[config.mk]
export PLATFORM = sky130hd
export DESIGN_NAME = tcso_top
export DESIGN_NICKNAME = d
export VERILOG_FILES = /design/src/tcso_edge_detect.v /design/src/tcso_top.v
export VERILOG_INCLUDE_DIRS = /design/src
export SDC_FILE = /design/constraint.sdc
export NUM_CORES = 1
export LEC_CHECK = 0
export ABC_AREA = 1
export BUFFER_PORTS_ARGS = -buffer_cell sky130_fd_sc_hd__buf_2
export CORE_UTILIZATION = 50
export CTS_CLUSTER_SIZE = 30
export DETAILED_ROUTE_END_ITERATION = 7
export HOLD_SLACK_MARGIN = 0.08
export PLACE_DENSITY = 0.78
export SYNTH_ARGS = -nofsm -noshare
export SYNTH_HDL_FRONTEND = slang
export SYNTH_SLANG_ARGS = --single-unit
[constraint.sdc]
create_clock -name core_clk -period 1 [get_ports core_clk]
set_input_delay 0.05 -clock core_clk [delete_from_list [all_inputs] [get_ports core_clk]]
set_output_delay 0.05 -clock core_clk [all_outputs]
set_load 0.01 [all_outputs]
[src/tcso_regs.vh]
// Register offsets, field positions, reset values and encodings of the option slice
`ifndef TCSO_REGS_VH
`define TCSO_REGS_VH

// Register addresses on the plain register port
`define TCSO_ADDR_W          4
`define TCSO_OFF_OPTION      4'h0
`define TCSO_OFF_TRIG_CFG    4'h1
`define TCSO_OFF_IRQ_STATUS  4'h2
`define TCSO_OFF_IRQ_ENABLE  4'h3
`define TCSO_OFF_IRQ_CLEAR   4'h4
`define TCSO_OFF_CORE_STATUS 4'h5

// Option register layout
`define TCSO_OPT_WRAP_BIT    0
`define TCSO_OPT_CCS_LO      4
`define TCSO_OPT_CCS_HI      7
`define TCSO_OPT_RESET       8'h00
`define TCSO_OPT_RW_MASK     8'hf1

// Trigger edge field encodings
`define TCSO_EDGE_NONE       2'h0
`define TCSO_EDGE_RISE       2'h1
`define TCSO_EDGE_FALL       2'h2
`define TCSO_EDGE_BOTH       2'h3

// Timer mode codes seen on the mode input
`define TCSO_MODE_FREE_RUN   3'h5
`define TCSO_MODE_PULSE_MEAS 3'h6

// Interrupt status bit positions
`define TCSO_IRQ_WRAP_BIT    0
`define TCSO_IRQ_TRIG_BIT    1

`endif

[src/tcso_edge_detect.v]
// Synchroniser and selectable edge detector for the trigger input pin
`timescale 1ns/1ps
`include "tcso_regs.vh"
module tcso_edge_detect (
  input  wire       core_clk,
  input  wire       arst_n,
  input  wire       pin_in,
  input  wire [1:0] edge_sel,
  output reg        edge_pulse
);
  reg  [2:0] sync_q;
  reg        level_q;
  wire       rise;
  wire       fall;

  // Three stages; only stages two and three are compared
  always @(posedge core_clk or negedge arst_n) begin
    if (!arst_n) begin
      sync_q  <= 3'h0;
      level_q <= 1'b0;
    end else begin
      sync_q <= {sync_q[1:0], pin_in};
      if (sync_q[1] == sync_q[2])
        level_q <= sync_q[2];
    end
  end

  assign rise = (sync_q[1] == sync_q[2]) && sync_q[2] && !level_q;
  assign fall = (sync_q[1] == sync_q[2]) && !sync_q[2] && level_q;

  // Edge choice per field code
  always @(posedge core_clk or negedge arst_n) begin
    if (!arst_n) begin
      edge_pulse <= 1'b0;
    end else begin
      case (edge_sel)
        `TCSO_EDGE_RISE: edge_pulse <= rise;
        `TCSO_EDGE_FALL: edge_pulse <= fall;
        `TCSO_EDGE_BOTH: edge_pulse <= rise | fall;
        default:         edge_pulse <= 1'b0;
      endcase
    end
  end
endmodule // tcso_edge_detect

[src/tcso_top.v]
// Capture select, counter wrap flag and trigger edge select of the timer unit
//
// The placing of the registers and the strobed register port were chosen for this implementation.
`timescale 1ns/1ps
`include "tcso_regs.vh"

// Functional notes
// - 8-bit option register holds four capture selects and wrap flag, reset zero.
// - Option register takes whole-byte and single-bit reads and writes.
// - Select bit 0 means compare, 1 capture; only in free-running mode.
// - Wrap flag sets on counter wrap, only in free-running or pulse-measure.
// - Wrap flag clears on software write of 0 or count-run bit low.
// - Wrap interrupt rises in the same cycle the wrap flag sets.
// - No wrap interrupt in modes other than free-running and pulse-measure.
// - Reading the flag or register never clears the flag.
// - Software writing 1 to the wrap flag has no effect.
module tcso_top (
  input  wire                    core_clk,
  input  wire                    arst_n,
  input  wire [`TCSO_ADDR_W-1:0] reg_addr,
  input  wire [7:0]              reg_wdata,
  input  wire [7:0]              reg_wmask,
  input  wire                    reg_wr,
  input  wire                    reg_rd,
  output reg  [7:0]              reg_rdata,
  input  wire                    count_run_bit,
  input  wire [2:0]              timer_mode,
  input  wire                    counter_wrap,
  input  wire                    trigger_event_input,
  output reg  [3:0]              channel_capture_select,
  output reg                     counter_wrap_irq,
  output reg                     trigger_pulse,
  output reg                     irq
);
  // ********************************************************
  // Registers
  // ********************************************************
  reg  [3:0] ccs_q;
  reg        wrap_flag_q;
  reg  [1:0] trig_sel_q;
  reg  [1:0] event_sel_q;
  reg  [1:0] irq_stat_q;
  reg  [1:0] irq_en_q;
  reg  [7:0] opt_wr_d;
  wire       edge_pulse;
  wire       wrap_mode;
  wire       free_mode;
  wire       wrap_set;
  wire       opt_wr;
  wire       cfg_wr;
  wire       clr_wr;
  wire       en_wr;
  wire [7:0] opt_view;
  wire [7:0] cfg_wr_d;
  // Reset image of the option byte, kept at full width for slicing
  localparam [7:0] OPT_RST = `TCSO_OPT_RESET;

  // Masked merge: bits with mask 0 keep their value, so a one-bit
  // manipulation is a write with a single mask bit set
  function [7:0] merge;
    input [7:0] old_v;
    input [7:0] new_v;
    input [7:0] mask;
    begin
      merge = (old_v & ~mask) | (new_v & mask);
    end
  endfunction

  // ********************************************************
  // Decode
  // ********************************************************
  assign opt_wr = reg_wr && (reg_addr == `TCSO_OFF_OPTION);
  assign cfg_wr = reg_wr && (reg_addr == `TCSO_OFF_TRIG_CFG);
  assign clr_wr = reg_wr && (reg_addr == `TCSO_OFF_IRQ_CLEAR);
  assign en_wr  = reg_wr && (reg_addr == `TCSO_OFF_IRQ_ENABLE);

  assign free_mode = (timer_mode == `TCSO_MODE_FREE_RUN);
  assign wrap_mode = free_mode || (timer_mode == `TCSO_MODE_PULSE_MEAS);
  // Wrap counts only while running in the two allowed modes
  assign wrap_set  = counter_wrap && wrap_mode && count_run_bit;

  assign opt_view = {ccs_q, 3'h0, wrap_flag_q};

  // Merged option byte for a write
  always @* begin
    opt_wr_d = merge(opt_view, reg_wdata, reg_wmask & `TCSO_OPT_RW_MASK);
  end

  // ********************************************************
  // Option register
  // ********************************************************
  always @(posedge core_clk or negedge arst_n) begin
    if (!arst_n) begin
      ccs_q       <= OPT_RST[`TCSO_OPT_CCS_HI:`TCSO_OPT_CCS_LO];
      wrap_flag_q <= 1'b0;
    end else begin
      if (opt_wr)
        ccs_q <= opt_wr_d[`TCSO_OPT_CCS_HI:`TCSO_OPT_CCS_LO];
      // Hardware set beats any clear; a 1 written never sets
      if (wrap_set)
        wrap_flag_q <= 1'b1;
      else if (!count_run_bit)
        wrap_flag_q <= 1'b0;
      else if (opt_wr && reg_wmask[`TCSO_OPT_WRAP_BIT] &&
               !reg_wdata[`TCSO_OPT_WRAP_BIT])
        wrap_flag_q <= 1'b0;
    end
  end

  // ********************************************************
  // Edge configuration
  // ********************************************************
  // Merged edge configuration byte; only the low nibble is stored
  assign cfg_wr_d = merge({4'h0, event_sel_q, trig_sel_q},
                          reg_wdata, reg_wmask);

  // Fields are taken as written; software keeps them still while running
  always @(posedge core_clk or negedge arst_n) begin
    if (!arst_n) begin
      trig_sel_q  <= `TCSO_EDGE_NONE;
      event_sel_q <= `TCSO_EDGE_NONE;
    end else if (cfg_wr) begin
      {event_sel_q, trig_sel_q} <= cfg_wr_d[3:0];
    end
  end

  tcso_edge_detect u_edge (
    .core_clk   (core_clk),
    .arst_n     (arst_n),
    .pin_in     (trigger_event_input),
    .edge_sel   (trig_sel_q),
    .edge_pulse (edge_pulse)
  );

  // ********************************************************
  // Interrupts and outputs
  // ********************************************************
  always @(posedge core_clk or negedge arst_n) begin
    if (!arst_n) begin
      irq_stat_q <= 2'h0;
      irq_en_q   <= 2'h0;
    end else begin
      if (en_wr)
        irq_en_q <= reg_wdata[1:0];
      // Set wins over a clear in the same cycle
      irq_stat_q <= (irq_stat_q & ~(clr_wr ? reg_wdata[1:0] : 2'h0)) |
                    {edge_pulse, wrap_set};
    end
  end

  // Registered outputs
  always @(posedge core_clk or negedge arst_n) begin
    if (!arst_n) begin
      channel_capture_select <= 4'h0;
      counter_wrap_irq       <= 1'b0;
      trigger_pulse          <= 1'b0;
      irq                    <= 1'b0;
    end else begin
      // Capture selects act only in free-running mode
      channel_capture_select <= free_mode ? ccs_q : 4'h0;
      // Pulse one cycle after the wrap event, with the flag's rise
      counter_wrap_irq       <= wrap_set;
      trigger_pulse          <= edge_pulse;
      irq                    <= |(irq_stat_q & irq_en_q);
    end
  end

  // ********************************************************
  // Read port
  // ********************************************************
  // Reads have no side effect on any flag
  always @(posedge core_clk or negedge arst_n) begin
    if (!arst_n) begin
      reg_rdata <= 8'h00;
    end else if (reg_rd) begin
      if (reg_addr == `TCSO_OFF_OPTION)
        reg_rdata <= opt_view;
      else if (reg_addr == `TCSO_OFF_TRIG_CFG)
        reg_rdata <= {4'h0, event_sel_q, trig_sel_q};
      else if (reg_addr == `TCSO_OFF_IRQ_STATUS)
        reg_rdata <= {6'h00, irq_stat_q};
      else if (reg_addr == `TCSO_OFF_IRQ_ENABLE)
        reg_rdata <= {6'h00, irq_en_q};
      else if (reg_addr == `TCSO_OFF_CORE_STATUS)
        reg_rdata <= {3'h0, timer_mode, count_run_bit, wrap_flag_q};
      else
        reg_rdata <= 8'h00;
    end else begin
      reg_rdata <= 8'h00;
    end
  end
endmodule // tcso_top

# Word-level counts from Yosys, hierarchy flattened
# Index checks and enable logic that the tools add are counted.
# word_totals
out_inout_bits	15
ff_bits	33
input_bits	30
# classes
eq_ne	12
n_reduce_logical	18
bitwise_logic	13
n_mux	12
# ops
cell	n
$mux 5	4
$and 8x8->8	2
$mux 8	2
$logic_and 1x1->1	12
$and 4x4->4	2
$eq 4x2->1 const B	2
$eq 4x3->1 const B	2
$not 8->8	1
$or 8x8->8	1
$eq 3x3->1 const B	2
$and 2x2->2	2
$eq 2x2->1 const B	2
$eq 4x1->1 const B	1
$logic_not 4->1	1
$mux 4	1
$not 4->4	1
$or 4x4->4	1
$logic_not 1->1	3
$mux 1	3
$ne 3x1->1 const B	1
$pmux 1 s3	1
$eq 2x1->1 const B	1
$mux 2	1
$not 2->2	1
other kinds (5)	5

# Depth between registers and ports, before layout
# Gate-level depths: netlist (run 1).
# depth
ltp_word	7
ltp_mapped	7
ltp_nobuf	7

# Hierarchy
# Synthesis (run 1) repeated with hierarchy kept, for this count alone.
# hier_totals
cells_unflattened	155
area_unflattened_um2	1427.6
# by_module_without_submodules
mod	area_each_um2	seq_area_each_um2	instances	cells_per_inst
tcso_top	1234.9	700.7	1	140
tcso_edge_detect	192.7	125.1	1	15

# Worst setup path after synthesis (run 1)
# OpenSTA, ideal clock, no wires.
# synth_path
kind	reg-to-reg
startpoint	reg u_edge.sync_q[1]
endpoint	reg u_edge.level_q
path_slack_ns	0.092
stages_incl_launch_ff	5
setup_time_ns	0.126
n_path_buf	0
synth_period_minus_slack_ns	0.908
t_arrival_ns	0.782
required_time_ns	0.874
path_cell_list	dfrtp_1 > inv_1 > ha_1 > nand2_1 > o21ai_0
# synth_via
elab_chain_cells	1
# synth_rtl
item	line_no	text
from (decl)	tcso_edge_detect.v:11	reg [2:0] sync_q;
from (signal assigned)	tcso_edge_detect.v:22	sync_q <= {sync_q[1:0], pin_in};
$eq 1x1->1	tcso_edge_detect.v:23	if (sync_q[1] == sync_q[2])
to (signal assigned)	tcso_edge_detect.v:24	level_q <= sync_q[2];
to (decl)	tcso_edge_detect.v:12	reg level_q;
# Every way passes these cells.
# A chain may end at the register's enable or synchronous reset.

# Worst setup path in the final report (run 1)
# layout_path
startpoint	in timer_mode[0]
endpoint	reg wrap_flag_q
# layout_via
elab_chain_cells	5
word_cells_on_any_way	7
# layout_rtl
item	line_no	text
from (decl)	tcso_top.v:27	input wire [2:0] timer_mode,
$eq 3x3->1 (no source line)	--	
$logic_or 1x1->1 *	tcso_top.v:78	assign wrap_mode = free_mode || (timer_mode == `TCSO_MODE_PULSE_MEAS);
$logic_and 1x1->1 * (2 in a row)	tcso_top.v:80	assign wrap_set = counter_wrap && wrap_mode && count_run_bit;
$ne 3x1->1 (no source line) / $mux 1 (equally long branches)	--	
to (signal assigned)	tcso_top.v:95	wrap_flag_q <= 1'b0;
to (signal assigned)	tcso_top.v:101	wrap_flag_q <= 1'b1;
to (signal assigned)	tcso_top.v:103	wrap_flag_q <= 1'b0;
to (decl)	tcso_top.v:39	reg wrap_flag_q;
# Every way passes the cells marked *; elsewhere a longest branch is shown, timed or not.

==> results.ini, run 1 <==
[outcome]
status=finished, final reports clean

[grt]
grt-ovfl-total=0
grt_util_met3=0.0698
use_met2=0.434
gr-usage-met1=0.278
antenna_found_initial=0
grt_pass1_vias=1376
grtUsageTotal=0.245
grt_max_degree=34
grt_pass1_wl_um=5750
grt-busiest-layer=met2

[clock_tree]
worstSkewPairLatency_ns=0.35
numClockSinks=33
cts_tree=yes
clk_pin_slew_ns=0.10
cts_max_path_buffers=2
h-tree-depth=2
cts_made_buffers=5
cts_root_buf=clkbuf_4

[logic_synthesis]
synth_flop_cell=dfrtp_1
synth_cell_type_count=21
synth-edff-count=0
yosysWarnings=0
netlist_instances=154
async_flop_share=1.00
syn_area_um2=1460
seq_area_frac_synth=0.567
syn_avg_cell_area_um2=9.47
ys_ff_latch=33
syn_nets=186

[pwr]
p_leak_uw=0.00116
seqPwrFrac=0.495
swShare=0.264
combPwrFrac=0.164
ir_drop_v=0.00134
p_sw_uw=826
power.internal_uw=2300
power_uw=3130
power_density_nw_per_um2=1500
power_frac_clock=0.341

[route]
num_vias=1307
drt_iter0_markers=55
postRouteAntennaNets=0
routed_via_density=4.93
wl_per_cell_um=13.1
drt_wl_total_um=3460
dr.pass1.iters=4
drc_errors=0

[critical_path]
r2r-end=u_edge.level_q
reg2regPathDepth=4
crit_type=in2reg
crit_path_start_kind=primary input
path_max_fanout=5
cp.required_ns=1.29
r2r_slack_ns=0.05
cp-end-kind=flop
cp.arrival_ns=1.26
worstReg2RegStart=u_edge.sync_q[2]

[sta]
finalSetupViolCount=0
maxSlewHeadroom=0.728
slew_violations=0
period_minus_slack_ns=0.970
fmax_mhz=1030
clock_skew_ns=0.00585
period_share=0.970
fin_ws_ns=0.0301
hold_viol=0
rsz0062_at_grt=yes
worstMarginPinSlew_ns=0.408

[worst_hold_path]
holdCritStartpoint=reg_addr[3]
hp-class=in2reg
hold_path_depth=4
min_to=reg_rdata[2]

[floorplan]
dieArea_um2=3140
start_util=0.529
io_pins=45
core_region_area_um2=2760
die_x_um=56.0
die_h_um=56.0
rows=19

[cells_and_area]
antenna_cells=0
fillers=189
fin_nets=265
area.growth.synth_to_final_pct=43.1
utilization=0.756
final_area_um2=2090
layout-drive-gt1-share=0.338

[placement]
placed_area_um2=1730
portBuffers=44
place_congestion=0.787
dp_hpwl_um=2340
post-place-ws_ns=0.0124

[job]
maxCapViolCount=0

-- layout make-up --
type                            instances  area (um2)  share of cell area
Clock inverter                          1        30.0              0.0144
Multi-Input combinational cell         97         553               0.265
Inverter                               24        90.1              0.0432
Sequential cell                        33         826               0.396
Clock buffer                            7        55.1              0.0264
Timing Repair Buffer                   72         493               0.236
Tap cell                               31        38.8              0.0186
-- metal layers --
layer / wire length (um) / vias up
li1: - / 641
met3: 180 / 6
met2: 1810 / 50
met5: 0 / -
met4: 51 / 0
met1: 1420 / 610
-- cells in the final DEF (no fill, tap or decap), types with 2 or more instances in the layout --
master and instances:
nand3_1 15, dfrtp_1 33, clkbuf_4 5, buf_2 44, nand2_2 7, nor2_1 15, buf_4 3, ha_1 2
inv_2 6, nand2_1 26, a21oi_1 9, nor2_8 3, inv_1 17, nand2_4 2, o21ai_1 6, o21ai_2 2
dlygate4sd3_1 25, nor2_4 2
-- cell families (layout without fill, tap and decap cells) --
logic type               after synthesis  count (layout)  synth area share
AO/OA/AOI/OAI                         22              22            0.0850
adder cells (fa/ha/maj)                2               2            0.0172
buffers and inverters                 24             104            0.0618
flip-flops                            33              33             0.567
AND/OR/NAND/NOR                       73              73             0.270
-- Yosys cell counts (2+ instances only) --
cell type | count | area [um2]
a21oi_1 | 10 | 50.1
dfrtp_1 | 33 | 826
ha_1 | 2 | 25.0
inv_1 | 18 | 67.6
inv_2 | 5 | 18.8
nand2_1 | 27 | 101
nand2_2 | 6 | 37.5
nand2_4 | 2 | 22.5
nand3_1 | 16 | 80.1
nor2_1 | 15 | 56.3
nor2_4 | 2 | 22.5
nor2_8 | 3 | 60.1
o21ai_0 | 2 | 10.0
o21ai_1 | 5 | 25.0
o21ai_2 | 2 | 17.5
-- power groups by stage --
| stage | clock network, uW | logic (uW) | registers (uW) |
|---|---|---|---|
| after CTS | 1070 | 510 | 1540 |
| after detailed placement | 0 | 428 | 1570 |
| final | 1070 | 514 | 1550 |
| after global placement | 0 | 408 | 1560 |
| after global routing | 1140 | 566 | 1560 |
| after floorplan | 0 | 215 | 1570 |
-- worst max path at each step --
stage                     depth (start not counted)             end              from  slack, ns
after floorplan                                   4  u_edge.level_q  u_edge.sync_q[1]       0.09
after global placement                            7            flop       reg_addr[2]       0.07
after detailed placement                          4  u_edge.level_q  u_edge.sync_q[1]       0.01
after CTS                                         8     wrap_flag_q     timer_mode[0]      0.006
after global routing                              8     wrap_flag_q     timer_mode[0]      -0.03
final                                             8     wrap_flag_q     timer_mode[0]       0.03
-- timing repair --
| item | in CTS | in global routing |
|---|---|---|
| hold buffers | 25 | 0 |
| setup buffers | 1 | 0 |
| resized for setup | 1 | 4 |
| pin swaps | 0 | 1 |
| setup endpoints to repair | 1 | 5 |
| hold endpoints to repair | 59 | 0 |
-- per-stage QoR --
stage | hold WS (ns) | TNS [ns] | instances
after global routing | 0.128 | -0.0394 | 265
final | 0.117 | 0 | 265
after global placement | 0.0844 | 0 | 231
after floorplan | -0.246 | 0 | 154
after detailed placement | 0.0956 | 0 | 231
after CTS | 0.116 | 0 | 265
-- worst max-delay path, stage by stage --
cell and delay [ns]:
dlygate4sd3_1 0.53, buf_2 0.12, inv_1 0.05, nor2_1 0.13, nand2_2 0.10, nand2_1 0.09
nand3_2 0.10, nand2_1 0.10
(Power assumes the default switching activity.)
==> inputs of run 2 (changes only) <==
--- a/config.mk
+++ b/config.mk
@@ -8,11 +8,13 @@
 export LEC_CHECK = 0
 export ABC_AREA = 1
 export BUFFER_PORTS_ARGS = -buffer_cell sky130_fd_sc_hd__buf_2
-export CORE_UTILIZATION = 50
+export CELL_PAD_IN_SITES_DETAIL_PLACEMENT = 2
+export CELL_PAD_IN_SITES_GLOBAL_PLACEMENT = 2
+export CORE_UTILIZATION = 29
 export CTS_CLUSTER_SIZE = 30
 export DETAILED_ROUTE_END_ITERATION = 7
 export HOLD_SLACK_MARGIN = 0.08
-export PLACE_DENSITY = 0.78
+export PLACE_DENSITY_LB_ADDON = 0.1
 export SYNTH_ARGS = -nofsm -noshare
 export SYNTH_HDL_FRONTEND = slang
 export SYNTH_SLANG_ARGS = --single-unit
==> run 2 against run 1 <==
Wire length increased by 27%. Via count increased by 1.6%. Total power decreased by 1.8%. Utilization decreased by 32 points. Cell count increased by 12%. Die area increased by 69%. Global-route usage decreased by 5.3 points. Final area increased by 0.84%. Sequential power about the same. Register-to-register slack improved by 0.03 ns. Clock skew decreased by 0.0013 ns. Critical path type unchanged. Critical endpoint is now reg_rdata[1]. Largest power group unchanged.
==> results.ini, run 2 (synthesis results as in run 1) <==
[outcome]
status=finished, final reports clean

[route]
dr.pass1.iters=3  ; -1
num_vias=1328  ; +1.6%
routed_via_density=4.49  ; -9.0%
wl_per_cell_um=14.9  ; +14%
dr.max_layer_used=met4
drt_iter0_markers=23  ; -58%
drc_errors=0  ; unchanged
dr_wl_met2_um=2470  ; +36%
wl_met3_um=92  ; -49%
wl_met1_um=1770  ; +24%
postRouteAntennaNets=0  ; unchanged
drt_wl_total_um=4400  ; +27%

[pwr]
power_frac_clock=0.327  ; -0.014
power_density_nw_per_um2=1460  ; -2.6%
swShare=0.268  ; +0.00372
p_leak_uw=0.00115  ; -1.6%
ir_drop_v=0.000712  ; -47%
seqPwrFrac=0.503  ; +0.008
p_sw_uw=822  ; -0.41%
power.internal_uw=2250  ; -2.3%
combPwrFrac=0.170  ; +0.006

[clock_tree]
h-tree-depth=2  ; unchanged
numClockSinks=33  ; unchanged
clk_pin_slew_ns=0.07  ; -0.03 ns
cts_made_buffers=5  ; unchanged
cts_max_path_buffers=2  ; unchanged
cts_tree=yes
worstSkewPairLatency_ns=0.28  ; -0.07 ns
cts_root_buf=clkbuf_8

[cells_and_area]
layout-drive-gt1-share=0.345  ; +0.00737
stdcell_count=296  ; +12%
antenna_cells=0  ; unchanged
fin_nets=261  ; -1.5%
final_cell_mix=44 x buf_2, 33 x dfrtp_1, 27 x nand2_1
area.growth.synth_to_final_pct=44.3
final_area_um2=2100  ; +0.84%
layout_commonest_cell=buf_2

[floorplan]
io_pins=45  ; unchanged
die_h_um=72.9  ; +30%
core_region_area_um2=4790  ; +74%
rows=25  ; +6
start_util=0.305  ; -0.224
die_x_um=72.9  ; +30%
dieArea_um2=5310  ; +69%

[placement]
dp_hpwl_um=3220  ; +38%
place_congestion=0.733  ; -6.9%
dpl.cell_count=269  ; +16%
placed_area_um2=1800  ; +4.2%
portBuffers=44  ; unchanged

[grt]
grtUsageTotal=0.192  ; -0.0527
grt_pass1_wl_um=7440  ; +29%
grt-ovfl-total=0  ; unchanged
grt_max_degree=34  ; unchanged
antenna_found_initial=0  ; unchanged
grt_pass1_vias=1566  ; +14%

[critical_path]
cp.depth=6  ; -2
cp.arrival_ns=1.16  ; -0.10 ns
crit_type=in2reg
path_max_fanout=4  ; -1
cp-end-kind=flop
worstReg2RegStart=irq_en_q[1]
crit_start=reg_rd
critPathTopFamily=buffers and inverters
cp.required_ns=1.20  ; -0.09 ns
crit_chain=dlygate4sd3_1, buf_2, inv_1, nor2_1, o21ai_1, a21oi_1
crit_slowest_cell=dlygate4sd3_1
cpPeakStageDelay_ns=0.52  ; about the same
cp_num_buf_inv=3  ; unchanged
crit_path_start_kind=primary input
reg2regPathDepth=6  ; +2

[sta]
period_minus_slack_ns=0.967  ; -0.00313 ns
slew_violations=0  ; unchanged
period_share=0.967  ; -0.00313
clock_skew_ns=0.00457  ; -0.00128 ns
finalSetupViolCount=0  ; unchanged
worstMarginPinSlew_ns=0.424  ; +0.0156 ns
hold_viol=0  ; unchanged
rsz0062_at_grt=yes
fmax_mhz=1030  ; +0.32%
maxSlewHeadroom=0.718  ; -0.0104

[job]
maxCapViolCount=0  ; unchanged

[worst_hold_path]
hp-class=in2reg
hold_path_depth=3  ; -1
holdCritStartpoint=timer_mode[1]

[run 2: changes by cell type in the layout (fill, tap and decap cells not counted), moves of 2 or more]
| cell | previous run | this run |
|---|---|---|
| inv_2 | 6 | 8 |
| dlygate4sd3_1 | 25 | 20 |
| inv_1 | 17 | 15 |
| clkbuf_8 | 1 | 6 |
| clkbuf_4 | 5 | 0 |
[run 2: stage by stage]
step                power (uW)  hold WS (ns)   util  setup TNS (ns)  setup WS (ns)
floorplan                 1780        -0.246      -               0         0.0923
global placement          1990        0.0943  0.377               0         0.0697
detailed placement        2030         0.107  0.377         -0.0117        -0.0117
CTS                       3110        0.0825  0.439               0         0.0166
global route              3260         0.100  0.439        -0.00162       -0.00162
finish                    3070        0.0949  0.439               0         0.0332
[run 2: worst register-to-register path, delay by kind of cell, from the launching register on]
family	cells	cell delay, ns
buffers and inverters	2	0.12
AO/OA/AOI/OAI	1	0.08
AND/OR/NAND/NOR	3	0.22
flip-flops	1	0.38
[run 2: area by class of cell]
cell class | count | area, um2
well taps | 67 | 83.8
fillers | 548 | 2680
inverters | 24 | 90.1
clock buffers | 7 | 86.3
flip-flops and latches | 33 | 826
multi-input cells | 97 | 554
repair buffers | 68 | 463
[run 2: power groups by stage]
stage | Combinational (uW) | Sequential [uW] | Clock, uW
3_5_place_dp | 460 | 1570 | 0
4_1_cts | 528 | 1550 | 1040
2_1_floorplan | 215 | 1570 | 0
3_3_place_gp | 426 | 1560 | 0
6_report | 522 | 1540 | 1010
5_1_grt | 584 | 1560 | 1110
[run 2: worst paths after layout]
path | endpoint | slack, ns
max | reg_rdata[1] | 0.03
min | reg_rdata[3] | 0.09
max reg2reg | reg_rdata[1] | 0.08
min reg2reg | u_edge.sync_q[1] | 0.36
max in group asynchronous | asynchronous set/reset pin | 0.37
min in group asynchronous | u_edge.edge_pulse | 0.33
[run 2: what timing repair did]
action | in CTS | in global routing
pin swaps | 1 | 0
hold endpoints to repair | 45 | 0
setup endpoints to repair | 1 | 2
hold buffers | 20 | 0
resized for setup | 1 | 4
buffers inserted | 0 | 0
[run 2: routing by layer]
| layer | global-route usage | up-vias |
|---|---|---|
| li1 | - | 630 |
| met4 | 0.0719 | 0 |
| met3 | 0.0331 | 8 |
| met2 | 0.363 | 27 |
| met5 | 0 | - |
| met1 | 0.213 | 663 |
